`src/shared/rate_match_params.svh`:
```
// rate_match_params.svh: register offsets, field positions, reset values and sizes
// assumes: included by bare name from the package, ddc_rate_match and the bench files
`ifndef RATE_MATCH_PARAMS_SVH
`define RATE_MATCH_PARAMS_SVH

// ************************************************************
// register word indices; the byte address on the bus is 4 * index
// ************************************************************
`define RM_IDX_LINK_RATE_DIVISOR 12'h0289
`define RM_IDX_JOINT_RETUNE 12'h028A
`define RM_IDX_SIDE_BITS_SEL 12'h02A1
`define RM_IDX_PAGE_SELECT 12'h0300
`define RM_IDX_CHAN_TOTAL_DIV0 12'h0310
`define RM_IDX_CHAN_LINK_MAP 12'h0320
`define RM_IDX_FINE_BYPASS 12'h0321
`define RM_IDX_COARSE_DIV0 12'h0330
`define RM_IDX_CHAN_STATUS 12'h0340
`define RM_IDX_HOP_CONTROL 12'h0341

// ************************************************************
// fields and reset values
// ************************************************************
`define RM_JOINT_RETUNE_BIT 0
`define RM_BIT1_SRC_MSB 7
`define RM_BIT1_SRC_LSB 4
`define RM_BIT0_SRC_MSB 3
`define RM_BIT0_SRC_LSB 0
`define RM_PROFILE_CHAN_MSB 5
`define RM_PROFILE_CHAN_LSB 4
`define RM_RESET_BYTE 8'h00

// ************************************************************
// control bit source codes
// ************************************************************
`define RM_SRC_OVERRANGE 4'h0
`define RM_SRC_ZERO 4'h1
`define RM_SRC_LEVEL_WATCH 4'h2
`define RM_SRC_FAST_THRESH 4'h3
`define RM_SRC_SYSREF 4'h5
`define RM_SRC_NCO_SEL0 4'h8
`define RM_SRC_NCO_SEL1 4'h9
`define RM_SRC_NCO_SEL2 4'hA
`define RM_SRC_NCO_SEL3 4'hB

// ************************************************************
// sizes
// ************************************************************
`define RM_NUM_CHAN 4
`define RM_NUM_LINK 2
`define RM_SAMPLE_W 16
`define RM_FIFO_DEPTH 8

`endif

```
`src/shared/rate_match_pkg.sv`:
```
// rate_match_pkg: types shared by the rate matcher and its bench
// assumes: rate_match_params.svh on the include path
`default_nettype none
`include "rate_match_params.svh"

package rate_match_pkg;

  // one link word: sample, its two side bits and its channel
  typedef struct packed {
    logic [1:0] chan;
    logic side1;
    logic side0;
    logic [`RM_SAMPLE_W-1:0] sample;
  } link_word_t;

  typedef enum logic [1:0] {
    BUS_IDLE = 2'b00,
    BUS_WRITE = 2'b01,
    BUS_READ = 2'b10
  } bus_state_t;

endpackage : rate_match_pkg

`default_nettype wire

```
`src/hw/rate_match_fifo.sv`:
```
// rate_match_fifo: synchronous fifo with valid/ready on both sides
// assumes: single clock, synchronous active-low reset
`timescale 1ns/1ps
`default_nettype none

module rate_match_fifo #(
  parameter int WIDTH = 20,
  parameter int DEPTH = 8
) (
  // clock and reset
  input wire logic ref_clk_i,
  input wire logic reset_n_i,
  // fill side
  input wire logic in_valid_i,
  output logic in_ready_o,
  input wire logic [WIDTH-1:0] in_data_i,
  // drain side
  output logic out_valid_o,
  input wire logic out_ready_i,
  output logic [WIDTH-1:0] out_data_o
);

  localparam int AW = $clog2(DEPTH);

  logic [WIDTH-1:0] mem_q [DEPTH];
  logic [AW-1:0] wr_q, wr_d, rd_q, rd_d;
  logic [AW:0] cnt_q, cnt_d;
  logic push, pop;

  assign in_ready_o = (cnt_q != (AW+1)'(DEPTH));
  assign out_valid_o = (cnt_q != '0);
  assign push = in_valid_i && in_ready_o;
  assign pop = out_valid_o && out_ready_i;
  assign out_data_o = mem_q[rd_q];

  always_comb begin
    wr_d = push ? AW'(wr_q + 1'b1) : wr_q;
    rd_d = pop ? AW'(rd_q + 1'b1) : rd_q;
    cnt_d = cnt_q;
    if (push && !pop) begin
      cnt_d = (AW+1)'(cnt_q + 1'b1);
    end else if (pop && !push) begin
      cnt_d = (AW+1)'(cnt_q - 1'b1);
    end
  end

  always_ff @(posedge ref_clk_i) begin
    if (!reset_n_i) begin
      wr_q <= '0;
      rd_q <= '0;
      cnt_q <= '0;
    end else begin
      wr_q <= wr_d;
      rd_q <= rd_d;
      cnt_q <= cnt_d;
    end
  end

  // storage carries no reset; contents are qualified by the count
  always_ff @(posedge ref_clk_i) begin
    if (push) begin
      mem_q[wr_q] <= in_data_i;
    end
  end

endmodule : rate_match_fifo

`default_nettype wire

```
`src/hw/ddc_rate_match.sv`:
```
// ddc_rate_match: per-link sample rate matching, hop routing and side bit selection
// assumes: AHB-Lite single word transfers, one clock, decimators upstream give a
// one-cycle valid per output sample, transmitter downstream may stall via ready
//
// Implementation choice: register access over AHB-Lite.
`timescale 1ns/1ps
`default_nettype none
`include "rate_match_params.svh"

module ddc_rate_match (
  // clock and reset
  input wire logic ref_clk_i,
  input wire logic reset_n_i,
  // ahb-lite slave
  input wire logic hsel,
  input wire logic [13:0] haddr,
  input wire logic [1:0] htrans,
  input wire logic hwrite,
  input wire logic [2:0] hsize,
  input wire logic [31:0] hwdata,
  input wire logic hready,
  output logic hreadyout,
  output logic hresp,
  output logic [31:0] hrdata,
  // downconverter samples
  input wire logic [`RM_NUM_CHAN-1:0] chan_valid_i,
  input wire logic [`RM_NUM_CHAN*`RM_SAMPLE_W-1:0] chan_data_i,
  input wire logic [`RM_NUM_CHAN-1:0] overrange_i,
  input wire logic [`RM_NUM_CHAN-1:0] level_watch_flag_i,
  input wire logic [`RM_NUM_CHAN-1:0] fast_threshold_flag_i,
  // pins
  input wire logic sysref_i,
  input wire logic [5:0] profile_sel_i,
  input wire logic hop_strobe_i,
  // hop outputs to coarse oscillators
  output logic [`RM_NUM_CHAN-1:0] coarse_retune_o,
  output logic [3:0] nco_chan_sel_o,
  // serial link transmitter streams, one per link
  output logic [`RM_NUM_LINK-1:0] link_valid_o,
  input wire logic [`RM_NUM_LINK-1:0] link_ready_i,
  output rate_match_pkg::link_word_t link_word0_o,
  output rate_match_pkg::link_word_t link_word1_o,
  // stall back to decimators, per link
  output logic [`RM_NUM_LINK-1:0] link_accept_o
);

  localparam int NC = `RM_NUM_CHAN;
  localparam int SW = `RM_SAMPLE_W;

  // ************************************************************
  // pin synchronisers
  // ************************************************************
  logic [7:0] pin_s1_q, pin_s2_q, pin_s3_q;
  logic sysref_s, hop_pulse;
  logic [5:0] profile_s;

  always_ff @(posedge ref_clk_i) begin
    if (!reset_n_i) begin
      pin_s1_q <= 8'h00;
      pin_s2_q <= 8'h00;
      pin_s3_q <= 8'h00;
    end else begin
      pin_s1_q <= {hop_strobe_i, sysref_i, profile_sel_i};
      pin_s2_q <= pin_s1_q;
      pin_s3_q <= pin_s2_q;
    end
  end

  assign profile_s = pin_s2_q[5:0];
  assign sysref_s = pin_s2_q[6];
  assign hop_pulse = pin_s2_q[7] && !pin_s3_q[7];

  // ************************************************************
  // register file
  // ************************************************************
  logic [7:0] divisor_q [`RM_NUM_LINK];
  logic [7:0] total_div_q [NC];
  logic [7:0] coarse_div_q [NC];
  logic [7:0] page_q, link_map_q, bypass_q, joint_q, side_sel_q, hop_ctl_q;
  logic [7:0] status_q;
  rate_match_pkg::bus_state_t bus_q, bus_d;
  logic [11:0] idx_q, idx_d;
  logic [31:0] rdata_q, rdata_d;
  logic [11:0] idx_now;

  assign idx_now = haddr[13:2];
  assign hreadyout = 1'b1;
  assign hresp = 1'b0;
  assign hrdata = rdata_q;

  always_comb begin
    bus_d = rate_match_pkg::BUS_IDLE;
    idx_d = idx_q;
    if (hsel && hready && htrans[1]) begin
      bus_d = hwrite ? rate_match_pkg::BUS_WRITE : rate_match_pkg::BUS_READ;
      idx_d = idx_now;
    end
  end

  // reads answer in the data phase with zero wait states
  always_comb begin
    rdata_d = 32'h0000_0000;
    case (idx_now)
      `RM_IDX_LINK_RATE_DIVISOR: rdata_d[7:0] = divisor_q[page_q[0]];
      `RM_IDX_JOINT_RETUNE: rdata_d[0] = joint_q[0];
      `RM_IDX_SIDE_BITS_SEL: rdata_d[7:0] = side_sel_q;
      `RM_IDX_PAGE_SELECT: rdata_d[0] = page_q[0];
      `RM_IDX_CHAN_LINK_MAP: rdata_d[7:0] = link_map_q;
      `RM_IDX_FINE_BYPASS: rdata_d[7:0] = bypass_q;
      `RM_IDX_CHAN_STATUS: rdata_d[7:0] = status_q;
      `RM_IDX_HOP_CONTROL: rdata_d[0] = hop_ctl_q[0];
      default: begin
        if (idx_now[11:2] == `RM_IDX_CHAN_TOTAL_DIV0 >> 2) begin
          rdata_d[7:0] = total_div_q[idx_now[1:0]];
        end else if (idx_now[11:2] == `RM_IDX_COARSE_DIV0 >> 2) begin
          rdata_d[7:0] = coarse_div_q[idx_now[1:0]];
        end
      end
    endcase
  end

  always_ff @(posedge ref_clk_i) begin
    if (!reset_n_i) begin
      bus_q <= rate_match_pkg::BUS_IDLE;
      idx_q <= 12'h000;
      rdata_q <= 32'h0000_0000;
    end else begin
      bus_q <= bus_d;
      idx_q <= idx_d;
      if (bus_d == rate_match_pkg::BUS_READ) begin
        rdata_q <= rdata_d;
      end
    end
  end

  logic wr_en;
  assign wr_en = (bus_q == rate_match_pkg::BUS_WRITE);

  // written values are stored as plain binary decimation counts
  always_ff @(posedge ref_clk_i) begin
    if (!reset_n_i) begin
      for (int l = 0; l < `RM_NUM_LINK; l++) begin
        divisor_q[l] <= `RM_RESET_BYTE;
      end
      for (int c = 0; c < NC; c++) begin
        total_div_q[c] <= `RM_RESET_BYTE;
        coarse_div_q[c] <= `RM_RESET_BYTE;
      end
      page_q <= `RM_RESET_BYTE;
      link_map_q <= `RM_RESET_BYTE;
      bypass_q <= `RM_RESET_BYTE;
      joint_q <= `RM_RESET_BYTE;
      side_sel_q <= `RM_RESET_BYTE;
      hop_ctl_q <= `RM_RESET_BYTE;
    end else if (wr_en) begin
      case (idx_q)
        `RM_IDX_LINK_RATE_DIVISOR: divisor_q[page_q[0]] <= hwdata[7:0];
        `RM_IDX_JOINT_RETUNE: joint_q <= {7'h00, hwdata[0]};
        `RM_IDX_SIDE_BITS_SEL: side_sel_q <= hwdata[7:0];
        `RM_IDX_PAGE_SELECT: page_q <= {7'h00, hwdata[0]};
        `RM_IDX_CHAN_LINK_MAP: link_map_q <= hwdata[7:0];
        `RM_IDX_FINE_BYPASS: bypass_q <= hwdata[7:0];
        `RM_IDX_HOP_CONTROL: hop_ctl_q <= {7'h00, hwdata[0]};
        default: begin
          if (idx_q[11:2] == `RM_IDX_CHAN_TOTAL_DIV0 >> 2) begin
            total_div_q[idx_q[1:0]] <= hwdata[7:0];
          end else if (idx_q[11:2] == `RM_IDX_COARSE_DIV0 >> 2) begin
            coarse_div_q[idx_q[1:0]] <= hwdata[7:0];
          end
        end
      endcase
    end
  end

  // ************************************************************
  // side bit source multiplexers
  // ************************************************************
  function automatic logic side_pick(input logic [3:0] code, input logic ovr, input logic lvl,
                                     input logic fst, input logic sref, input logic [3:0] nco);
    logic v;
    v = 1'b0;
    case (code)
      `RM_SRC_OVERRANGE: v = ovr;
      `RM_SRC_ZERO: v = 1'b0;
      `RM_SRC_LEVEL_WATCH: v = lvl;
      `RM_SRC_FAST_THRESH: v = fst;
      `RM_SRC_SYSREF: v = sref;
      `RM_SRC_NCO_SEL0: v = nco[0];
      `RM_SRC_NCO_SEL1: v = nco[1];
      `RM_SRC_NCO_SEL2: v = nco[2];
      `RM_SRC_NCO_SEL3: v = nco[3];
      default: v = 1'b0; // reserved codes give zero
    endcase
    return v;
  endfunction : side_pick

  // ************************************************************
  // hop routing
  // ************************************************************
  logic [NC-1:0] retune_d, retune_q;
  logic [3:0] nco_sel_d, nco_sel_q;

  always_comb begin
    retune_d = '0;
    nco_sel_d = nco_sel_q;
    if (hop_ctl_q[0] && hop_pulse) begin
      nco_sel_d = profile_s[3:0];
      if (joint_q[`RM_JOINT_RETUNE_BIT]) begin
        retune_d = '1;
      end else begin
        retune_d[profile_s[`RM_PROFILE_CHAN_MSB:`RM_PROFILE_CHAN_LSB]] = 1'b1;
      end
    end
  end

  always_ff @(posedge ref_clk_i) begin
    if (!reset_n_i) begin
      retune_q <= '0;
      nco_sel_q <= 4'h0;
    end else begin
      retune_q <= retune_d;
      nco_sel_q <= nco_sel_d;
    end
  end

  assign coarse_retune_o = retune_q;
  assign nco_chan_sel_o = nco_sel_q;

  // ************************************************************
  // per-channel repeaters and link arbitration
  // ************************************************************
  // each channel holds the sample it accepted while idle and emits it ratio times per input
  // sample, where ratio = chan_dec / link_div; a zero or non-divisible ratio
  // falls back to pass-through so an unprogrammed link never stalls
  logic [7:0] chan_dec [NC];
  logic [7:0] ratio [NC];
  logic [7:0] rep_q [NC], rep_d [NC];
  logic [SW-1:0] hold_q [NC], hold_d [NC];
  logic [NC-1:0] pend_q, pend_d, grant;
  logic [`RM_NUM_LINK-1:0] fifo_in_ready, fifo_in_valid;
  rate_match_pkg::link_word_t fifo_in [`RM_NUM_LINK];
  rate_match_pkg::link_word_t fifo_out [`RM_NUM_LINK];

  genvar g;
  generate
    for (g = 0; g < NC; g++) begin : g_chan
      logic lnk;
      assign lnk = link_map_q[g];
      // bypassed fine stage: only the coarse factor counts
      assign chan_dec[g] = bypass_q[g] ? coarse_div_q[g] : total_div_q[g];
      assign ratio[g] = (divisor_q[lnk] != 8'h00 && chan_dec[g] >= divisor_q[lnk] &&
                         (chan_dec[g] % divisor_q[lnk]) == 8'h00) ?
                        8'(chan_dec[g] / divisor_q[lnk]) : 8'h01;
    end
  endgenerate

  always_comb begin
    grant = '0;
    for (int l = 0; l < `RM_NUM_LINK; l++) begin
      fifo_in_valid[l] = 1'b0;
      fifo_in[l] = '0;
      for (int c = NC - 1; c >= 0; c--) begin
        if (pend_q[c] && link_map_q[c] == l[0] && fifo_in_ready[l]) begin
          fifo_in_valid[l] = 1'b1;
          fifo_in[l].chan = 2'(c);
          fifo_in[l].sample = hold_q[c];
          fifo_in[l].side1 = side_pick(side_sel_q[`RM_BIT1_SRC_MSB:`RM_BIT1_SRC_LSB], overrange_i[c],
                                       level_watch_flag_i[c], fast_threshold_flag_i[c], sysref_s,
                                       nco_sel_q);
          fifo_in[l].side0 = side_pick(side_sel_q[`RM_BIT0_SRC_MSB:`RM_BIT0_SRC_LSB], overrange_i[c],
                                       level_watch_flag_i[c], fast_threshold_flag_i[c], sysref_s,
                                       nco_sel_q);
        end
      end
      for (int c = 0; c < NC; c++) begin
        if (fifo_in_valid[l] && fifo_in[l].chan == 2'(c)) begin
          grant[c] = 1'b1;
        end
      end
    end
  end

  always_comb begin
    for (int c = 0; c < NC; c++) begin
      rep_d[c] = rep_q[c];
      hold_d[c] = hold_q[c];
      pend_d[c] = pend_q[c];
      if (grant[c]) begin
        if (rep_q[c] > 8'h01) begin
          rep_d[c] = 8'(rep_q[c] - 1'b1);
        end else begin
          rep_d[c] = 8'h00;
          pend_d[c] = 1'b0; // last repeat sent: channel free again
        end
      end
      if (chan_valid_i[c] && !pend_d[c]) begin
        hold_d[c] = chan_data_i[c*SW +: SW];
        rep_d[c] = ratio[c];
        pend_d[c] = 1'b1;
      end
    end
  end

  always_ff @(posedge ref_clk_i) begin
    if (!reset_n_i) begin
      pend_q <= '0;
      for (int c = 0; c < NC; c++) begin
        rep_q[c] <= 8'h00;
        hold_q[c] <= '0;
      end
    end else begin
      pend_q <= pend_d;
      for (int c = 0; c < NC; c++) begin
        rep_q[c] <= rep_d[c];
        hold_q[c] <= hold_d[c];
      end
    end
  end

  // a new sample on a busy channel is dropped; the stall only reflects link fifo space, not a busy channel
  assign link_accept_o = fifo_in_ready;

  always_ff @(posedge ref_clk_i) begin
    if (!reset_n_i) begin
      status_q <= 8'h00;
    end else begin
      status_q <= {fifo_in_ready, 2'b00, pend_q};
    end
  end

  // ************************************************************
  // link fifos
  // ************************************************************
  generate
    for (g = 0; g < `RM_NUM_LINK; g++) begin : g_link
      rate_match_fifo #(
        .WIDTH($bits(rate_match_pkg::link_word_t)),
        .DEPTH(`RM_FIFO_DEPTH)
      ) u_fifo (
        .ref_clk_i(ref_clk_i),
        .reset_n_i(reset_n_i),
        .in_valid_i(fifo_in_valid[g]),
        .in_ready_o(fifo_in_ready[g]),
        .in_data_i(fifo_in[g]),
        .out_valid_o(link_valid_o[g]),
        .out_ready_i(link_ready_i[g]),
        .out_data_o(fifo_out[g])
      );
    end
  endgenerate

  assign link_word0_o = fifo_out[0];
  assign link_word1_o = fifo_out[1];

endmodule : ddc_rate_match

`default_nettype wire

```
`config.mk`:
```
export PLATFORM = sky130hd
export DESIGN_NAME = ddc_rate_match
export DESIGN_NICKNAME = d
export VERILOG_FILES = /design/src/shared/rate_match_pkg.sv /design/src/hw/rate_match_fifo.sv /design/src/hw/ddc_rate_match.sv
export VERILOG_INCLUDE_DIRS = /design/src /design/src/shared
export SDC_FILE = /design/constraint.sdc
export NUM_CORES = 1
export LEC_CHECK = 0
export ABC_CLOCK_PERIOD_IN_PS = 12900
export BUFFER_PORTS_ARGS = -buffer_cell sky130_fd_sc_hd__buf_2
export CAP_MARGIN = 20
export CORE_MARGIN = 5
export CORE_UTILIZATION = 41
export CTS_CLUSTER_DIAMETER = 30
export DETAILED_ROUTE_END_ITERATION = 7
export PLACE_DENSITY_LB_ADDON = 0.2
export SLEW_MARGIN = 20
export SYNTH_ARGS = -nofsm -noshare
export SYNTH_HDL_FRONTEND = slang
export SYNTH_SLANG_ARGS = --single-unit
```
`constraint.sdc`:
```
create_clock -name ref_clk_i -period 12.9 [get_ports ref_clk_i]
set_input_delay 1.29 -clock ref_clk_i [delete_from_list [all_inputs] [get_ports ref_clk_i]]
set_output_delay 1.29 -clock ref_clk_i [all_outputs]
set_load 0.05 [all_outputs]
```
==> flow_summary.json, run 1 <==
{
  "yosys-top-cells-area": "edfxtp_1 (34%), dfxtp_1 (12%), ha_1 (6.9%)",
  "clock_skew_ns": 0.0645,
  "antenna_found_initial": 11,
  "avgSynthCellArea_um2": 10.7,
  "post-route-period-util_pct": 94.3,
  "setup_tns_ns": 0,
  "final_nets": 3971,
  "cpMostUsedCell": "ha_1",
  "dp_cells": 4632,
  "async_flop_share_pct": 0,
  "p_leak_nw": 16.7,
  "place.gp.congestion": 0.862,
  "place_hpwl_mm": 74.3,
  "grt-ovfl-total": 0,
  "fp.coreArea_um2": 85400,
  "num_vias": 27500,
  "drive_above_1_share_pct": 22.3,
  "dp_slack_ns": 0.224,
  "timing.hold.ws_ns": 0.421,
  "maxCapViolCount": 0,
  "slew_headroom_pct": 26.1,
  "synth_seq_area_share_pct": 45.8,
  "yosys.area.top_type_share_pct": 33.9,
  "vias_per_cell": 5.63,
  "numPortBuffers": 175,
  "ys_warn_count": 0,
  "row_count": 107,
  "syn_to_final_growth_pct": 21.2,
  "yosysTopAreaCell": "edfxtp_1",
  "synth_area_um2": 35400,
  "irDropWorstVdd_uv": 173,
  "outcome": "complete, no violations",
  "p_per_area_nw_per_um2": 184,
  "slowest_delay_ns": 0.65,
  "holdCritPathClass": "reg2reg",
  "critical_path.startpoint_type": "register",
  "die_area_um2": 92400,
  "die_h_um": 304,
  "fin_ws_ns": 0.736,
  "track_usage_pct": 21.8,
  "dr.pass1.iters": 5,
  "ys_ff_latch": 611,
  "synth_cell_types": 88,
  "crit_fanout": 9,
  "grt_pass1_wl_mm": 159,
  "hold_buffers": 0,
  "final_common_cell": "edfxtp_1",
  "drt_iter0_drc": 2014,
  "wl_per_cell_um": 21.3,
  "io_pins": 232,
  "layout_common_cells": "edfxtp_1 (400), nand2_1 (295), nor2_1 (294)",
  "clk_pin_slew_ns": 0.05,
  "instances_no_fill": 4883,
  "cts_root_buffer": "clkbuf_16",
  "grt_pass1_vias": 27100,
  "start_util_pct": 41.5,
  "dominantRegCellSynth": "edfxtp_1",
  "crit_slowest_cell": "edfxtp_1",
  "finalHoldViolCount": 0,
  "maxSlewViolCount": 0,
  "clock_sinks": 611,
  "wl_mm": 104,
  "worst_pin_slew_ns": 1.10,
  "grt_max_degree": 62,
  "setup_viol": 0,
  "max_freq_mhz": 82.2,
  "cp-end-kind": "register",
  "drc": 0,
  "syn_inst": 3315,
  "post-route-min-period_ns": 12.16,
  "detail-route-antenna-nets": 0,
  "cts_tree": "yes",
  "synth_edf_count": 400,
  "cp_data_required_time_ns": 13.52,
  "clk_latency_ns": 0.74,
  "numCtsBuffers": 132,
  "setup.worst_path.class": "reg2reg",
  "cts-htree-levels": 4,
  "die_w_um": 304,
  "cts_max_path_buffers": 3,
  "arrival_ns": 12.79
}
## timing repair
item                       4_1_cts  5_1_grt
setup endpoints to repair        0       31
setup buffers                    0        2
resized for setup                0       35
## metal layers
| layer | share of wire, % | vias to the layer above | global-route usage [%] |
|---|---|---|---|
| met4 | 2.5 | 6 | 6.80 |
| met3 | 7.2 | 179 | 4.86 |
| met2 | 47 | 826 | 35.4 |
| met5 | 0.032 | - | 0 |
| met1 | 44 | 13300 | 29.4 |
| li1 | - | 13200 | - |
## worst paths after layout
| path | startpoint | endpoint | slack [ns] | cells past startpoint |
|---|---|---|---|---|
| max | divisor_q[0][4]$_SDFFCE_PN0P_ | rep_q[2][4]$_SDFFE_PN0P_ | 0.74 | 48 |
| min | pin_s1_q[6]$_SDFF_PN0_ | pin_s2_q[6]$_SDFF_PN0_ | 0.42 | 1 |
| max reg2reg | divisor_q[0][4]$_SDFFCE_PN0P_ | rep_q[2][4]$_SDFFE_PN0P_ | 0.74 | 48 |
| min reg2reg | pin_s1_q[6]$_SDFF_PN0_ | pin_s2_q[6]$_SDFF_PN0_ | 0.42 | 1 |
## through the flow
step	util (%)	power, mW	area (um2)
after floorplan	-	4.00	35500
after global placement	44.7	4.53	38200
after detailed placement	44.7	4.56	38200
after CTS	50.1	7.94	42800
after global routing	50.3	8.27	42900
final	50.3	7.88	43000
## registers in the layout, indices dropped and copies added, names as in the netlist, 12 cells and up, named ones only
register / cells
idx_q: 12
hold_q: 64
total_div_q: 32
coarse_div_q: 32
rep_q: 32
g_link.u_fifo.mem_q: 320
divisor_q: 16
## logic make-up (layout without fill, tap and decap cells)
kind of cell	Yosys count	count (layout)	share of synthesized area (%)
buffers and inverters	273	669	3.27
adders and majority gates	200	200	7.19
DFF	611	611	45.8
xor gates and xnor gates	84	84	2.08
and+or+nand+nor	1017	1017	13.8
other	2	30	0.0212
muxes	333	333	13.2
AOI/OAI and AO/OA	795	795	14.7
## critical path, delay by kind of cell, from the launching register on
kind | cells | cell delay, ns
compound gates | 24 | 5.62
fa+ha+maj | 7 | 2.36
simple gates | 11 | 2.07
buf+inv | 4 | 0.76
flops | 1 | 0.65
mux | 2 | 0.54
## cells in the mapped netlist (all sizes together) (15+ instances only)
| library cell | instances |
|---|---|
| inv | 101 |
| o21a | 59 |
| nand2 | 295 |
| xor2 | 36 |
| o21ai | 220 |
| o22ai | 17 |
| a22oi | 27 |
| a21boi | 15 |
| buf | 63 |
| a21oi | 179 |
| nand2b | 29 |
| mux4 | 98 |
| nor4 | 24 |
| or2 | 18 |
| or3 | 35 |
| mux2i | 141 |
| nor2b | 26 |
| edfxtp | 400 |
| nand3 | 57 |
| mux2 | 94 |
| nor3 | 53 |
| o211ai | 34 |
| dfxtp | 211 |
| nand4 | 17 |
| o31ai | 20 |
| a31oi | 33 |
| a211oi | 18 |
| and2 | 54 |
| xnor2 | 48 |
| ha | 194 |
| and3 | 30 |
| clkbuf | 109 |
| nor2 | 308 |
| a221o | 16 |
| nor3b | 24 |
| a21o | 42 |
## power by group
group	switching (mW)	internal (mW)
combinational	1.29	0.872
sequential	0.109	2.27
clock	1.15	2.20
## layout make-up
cell class,count,area [um2]
antenna,4,10.0
clock inverter,86,1090
clock buffer,158,3460
multi-input combinational,2455,18300
tap,1144,1430
fill,7755,42500
inverter,101,384
sequential,611,16200
timing repair buffer,324,1990
No activity file was read; power rests on OpenSTA's default activity.
==> run 2, diff against run 1 <==
Settings changed: BUFFER_PORTS_ARGS -buffer_cell sky130_fd_sc_hd__buf_2 to not set, DONT_BUFFER_PORTS set to 1.
==> flow_summary.json, run 2 (synthesized netlist as in run 1, its figures left out) <==
{
  "fill_cells": 7744,
  "die_area_um2": 92400,
  "p_leak_nw": 16.0,
  "syn_to_final_growth_pct": 19.3,
  "wl_per_cell_um": 21.9,
  "swShare_pct": 31.7,
  "cts_root_buffer": "clkbuf_16",
  "io_pins": 232,
  "cts_tree": "yes",
  "maxCapViolCount": 0,
  "grt-ovfl-total": 0,
  "drt_iter0_drc": 2088,
  "p_int_mw": 5.42,
  "clock_skew_ns": 0.0368,
  "top_register": "g_link.u_fifo.mem_q",
  "irDropWorstVdd_uv": 134,
  "grt_max_degree": 88,
  "final_common_cell": "edfxtp_1",
  "pwr-share-seq_pct": 29.9,
  "wl_mm": 103,
  "largest_reg_flops": 320,
  "cts_max_path_buffers": 3,
  "clk_pin_slew_ns": 0.04,
  "holdCritPathClass": "reg2reg",
  "detail-route-antenna-nets": 0,
  "numPortBuffers": 0,
  "place.gp.congestion": 0.846,
  "max_freq_mhz": 82.7,
  "start_util_pct": 41.5,
  "post-route-period-util_pct": 93.7,
  "drc": 0,
  "cpMostUsedCell": "ha_1",
  "crit_fanout": 14,
  "grt_pass1_wl_mm": 156,
  "cts-htree-levels": 4,
  "final_nets": 3797,
  "slowest_delay_ns": 0.63,
  "clock_sinks": 611,
  "p_per_area_nw_per_um2": 188,
  "clk_latency_ns": 0.72,
  "top_regs": "g_link.u_fifo.mem_q (320), hold_q (64)",
  "grt_pass1_vias": 26000,
  "crit_slowest_cell": "or3b_2",
  "num_vias": 26700,
  "outcome": "complete, no violations",
  "setup_tns_ns": 0,
  "place_hpwl_mm": 74.4,
  "antenna_found_initial": 6,
  "vias_per_cell": 5.67,
  "setup.worst_path.class": "reg2reg",
  "numCtsBuffers": 138,
  "layout_common_cells": "edfxtp_1 (400), nand2_1 (295), nor2_1 (294)",
  "drive_above_1_share_pct": 18.7,
  "total_power_mw": 7.94,
  "cp-end-kind": "register",
  "track_usage_pct": 21.6,
  "fp.coreArea_um2": 85400,
  "row_count": 107,
  "dr.pass1.iters": 6,
  "worst_pin_slew_ns": 1.14,
  "p_clk_share_pct": 44.2,
  "setup_viol": 0,
  "arrival_ns": 12.71,
  "die_w_um": 304,
  "critical_path.startpoint_type": "register",
  "p_comb_share_pct": 25.9,
  "net-switching-power_mw": 2.52,
  "slew_headroom_pct": 24.1,
  "maxSlewViolCount": 0,
  "die_h_um": 304,
  "finalHoldViolCount": 0,
  "post-route-min-period_ns": 12.09,
  "cp_data_required_time_ns": 13.52
}
-- run 2: layer usage --
| layer | GRT usage (%) | vias up | share of wire (%) |
|---|---|---|---|
| met5 | 0 | - | 0.012 |
| met4 | 6.15 | 2 | 2.0 |
| met3 | 5.74 | 128 | 7.8 |
| met2 | 35.2 | 824 | 47 |
| met1 | 28.6 | 13000 | 43 |
| li1 | - | 12800 | - |
-- run 2: timing repair --
action	in CTS	in global routing
hold buffers	0	0
endpoints found under the setup margin	0	31
setup buffers	0	0
resized for setup	0	27
-- run 2: power by group through the flow --
stage	Sequential, mW	Clock (mW)	Combinational [mW]
final	2.38	3.51	2.05
after global placement	2.41	0	2.04
after detailed placement	2.41	0	2.05
after floorplan	2.36	0	1.64
after global routing	2.39	3.67	2.25
after CTS	2.38	3.56	2.06
-- run 2: critical path: cells and delay by family, from the launching register on --
kind                       cells  cell delay (ns)
AOI/OAI and AO/OA             24             5.50
adders and majority gates      7             2.03
buffers and inverters          1             0.07
DFF                            1             0.50
muxes                          3             0.74
and+or+nand+nor               11             3.18
-- run 2: final cells by class --
cell class,count,area (um2),share of cell area [%]
clock inverter,88,1080,2.55
timing repair buffer,144,1090,2.59
sequential,611,16200,38.4
tap,1144,1430,3.39
clock buffer,168,3720,8.80
inverter,101,384,0.909
antenna,3,7.51,0.0178
multi-input combinational,2455,18300,43.3
-- run 2: per-stage QoR --
| step | utilization [%] | cell area [um2] | setup WS, ns | std cells | hold slack (ns) |
|---|---|---|---|---|---|
| floorplan | - | 35500 | 1.25 | 3339 | 0.412 |
| global placement | 43.7 | 37300 | 0.447 | 4451 | 0.416 |
| detailed placement | 43.7 | 37300 | 0.391 | 4454 | 0.421 |
| CTS | 49.3 | 42100 | 0.346 | 4710 | 0.433 |
| global route | 49.5 | 42300 | -0.00418 | 4713 | 0.448 |
| finish | 49.5 | 42300 | 0.808 | 4714 | 0.427 |
-- run 2: final timing paths --
path	startpoint	end	slack, ns	cells after the start
worst min register to register	pin_s1_q[5]$_SDFF_PN0_	pin_s2_q[5]$_SDFF_PN0_	0.43	1
worst max register to register	divisor_q[1][6]$_SDFFCE_PN0P_	rep_q[1][4]$_SDFFE_PN0P_	0.81	46
worst min-delay path	pin_s1_q[5]$_SDFF_PN0_	pin_s2_q[5]$_SDFF_PN0_	0.43	1
worst max-delay path	divisor_q[1][6]$_SDFFCE_PN0P_	rep_q[1][4]$_SDFFE_PN0P_	0.81	46
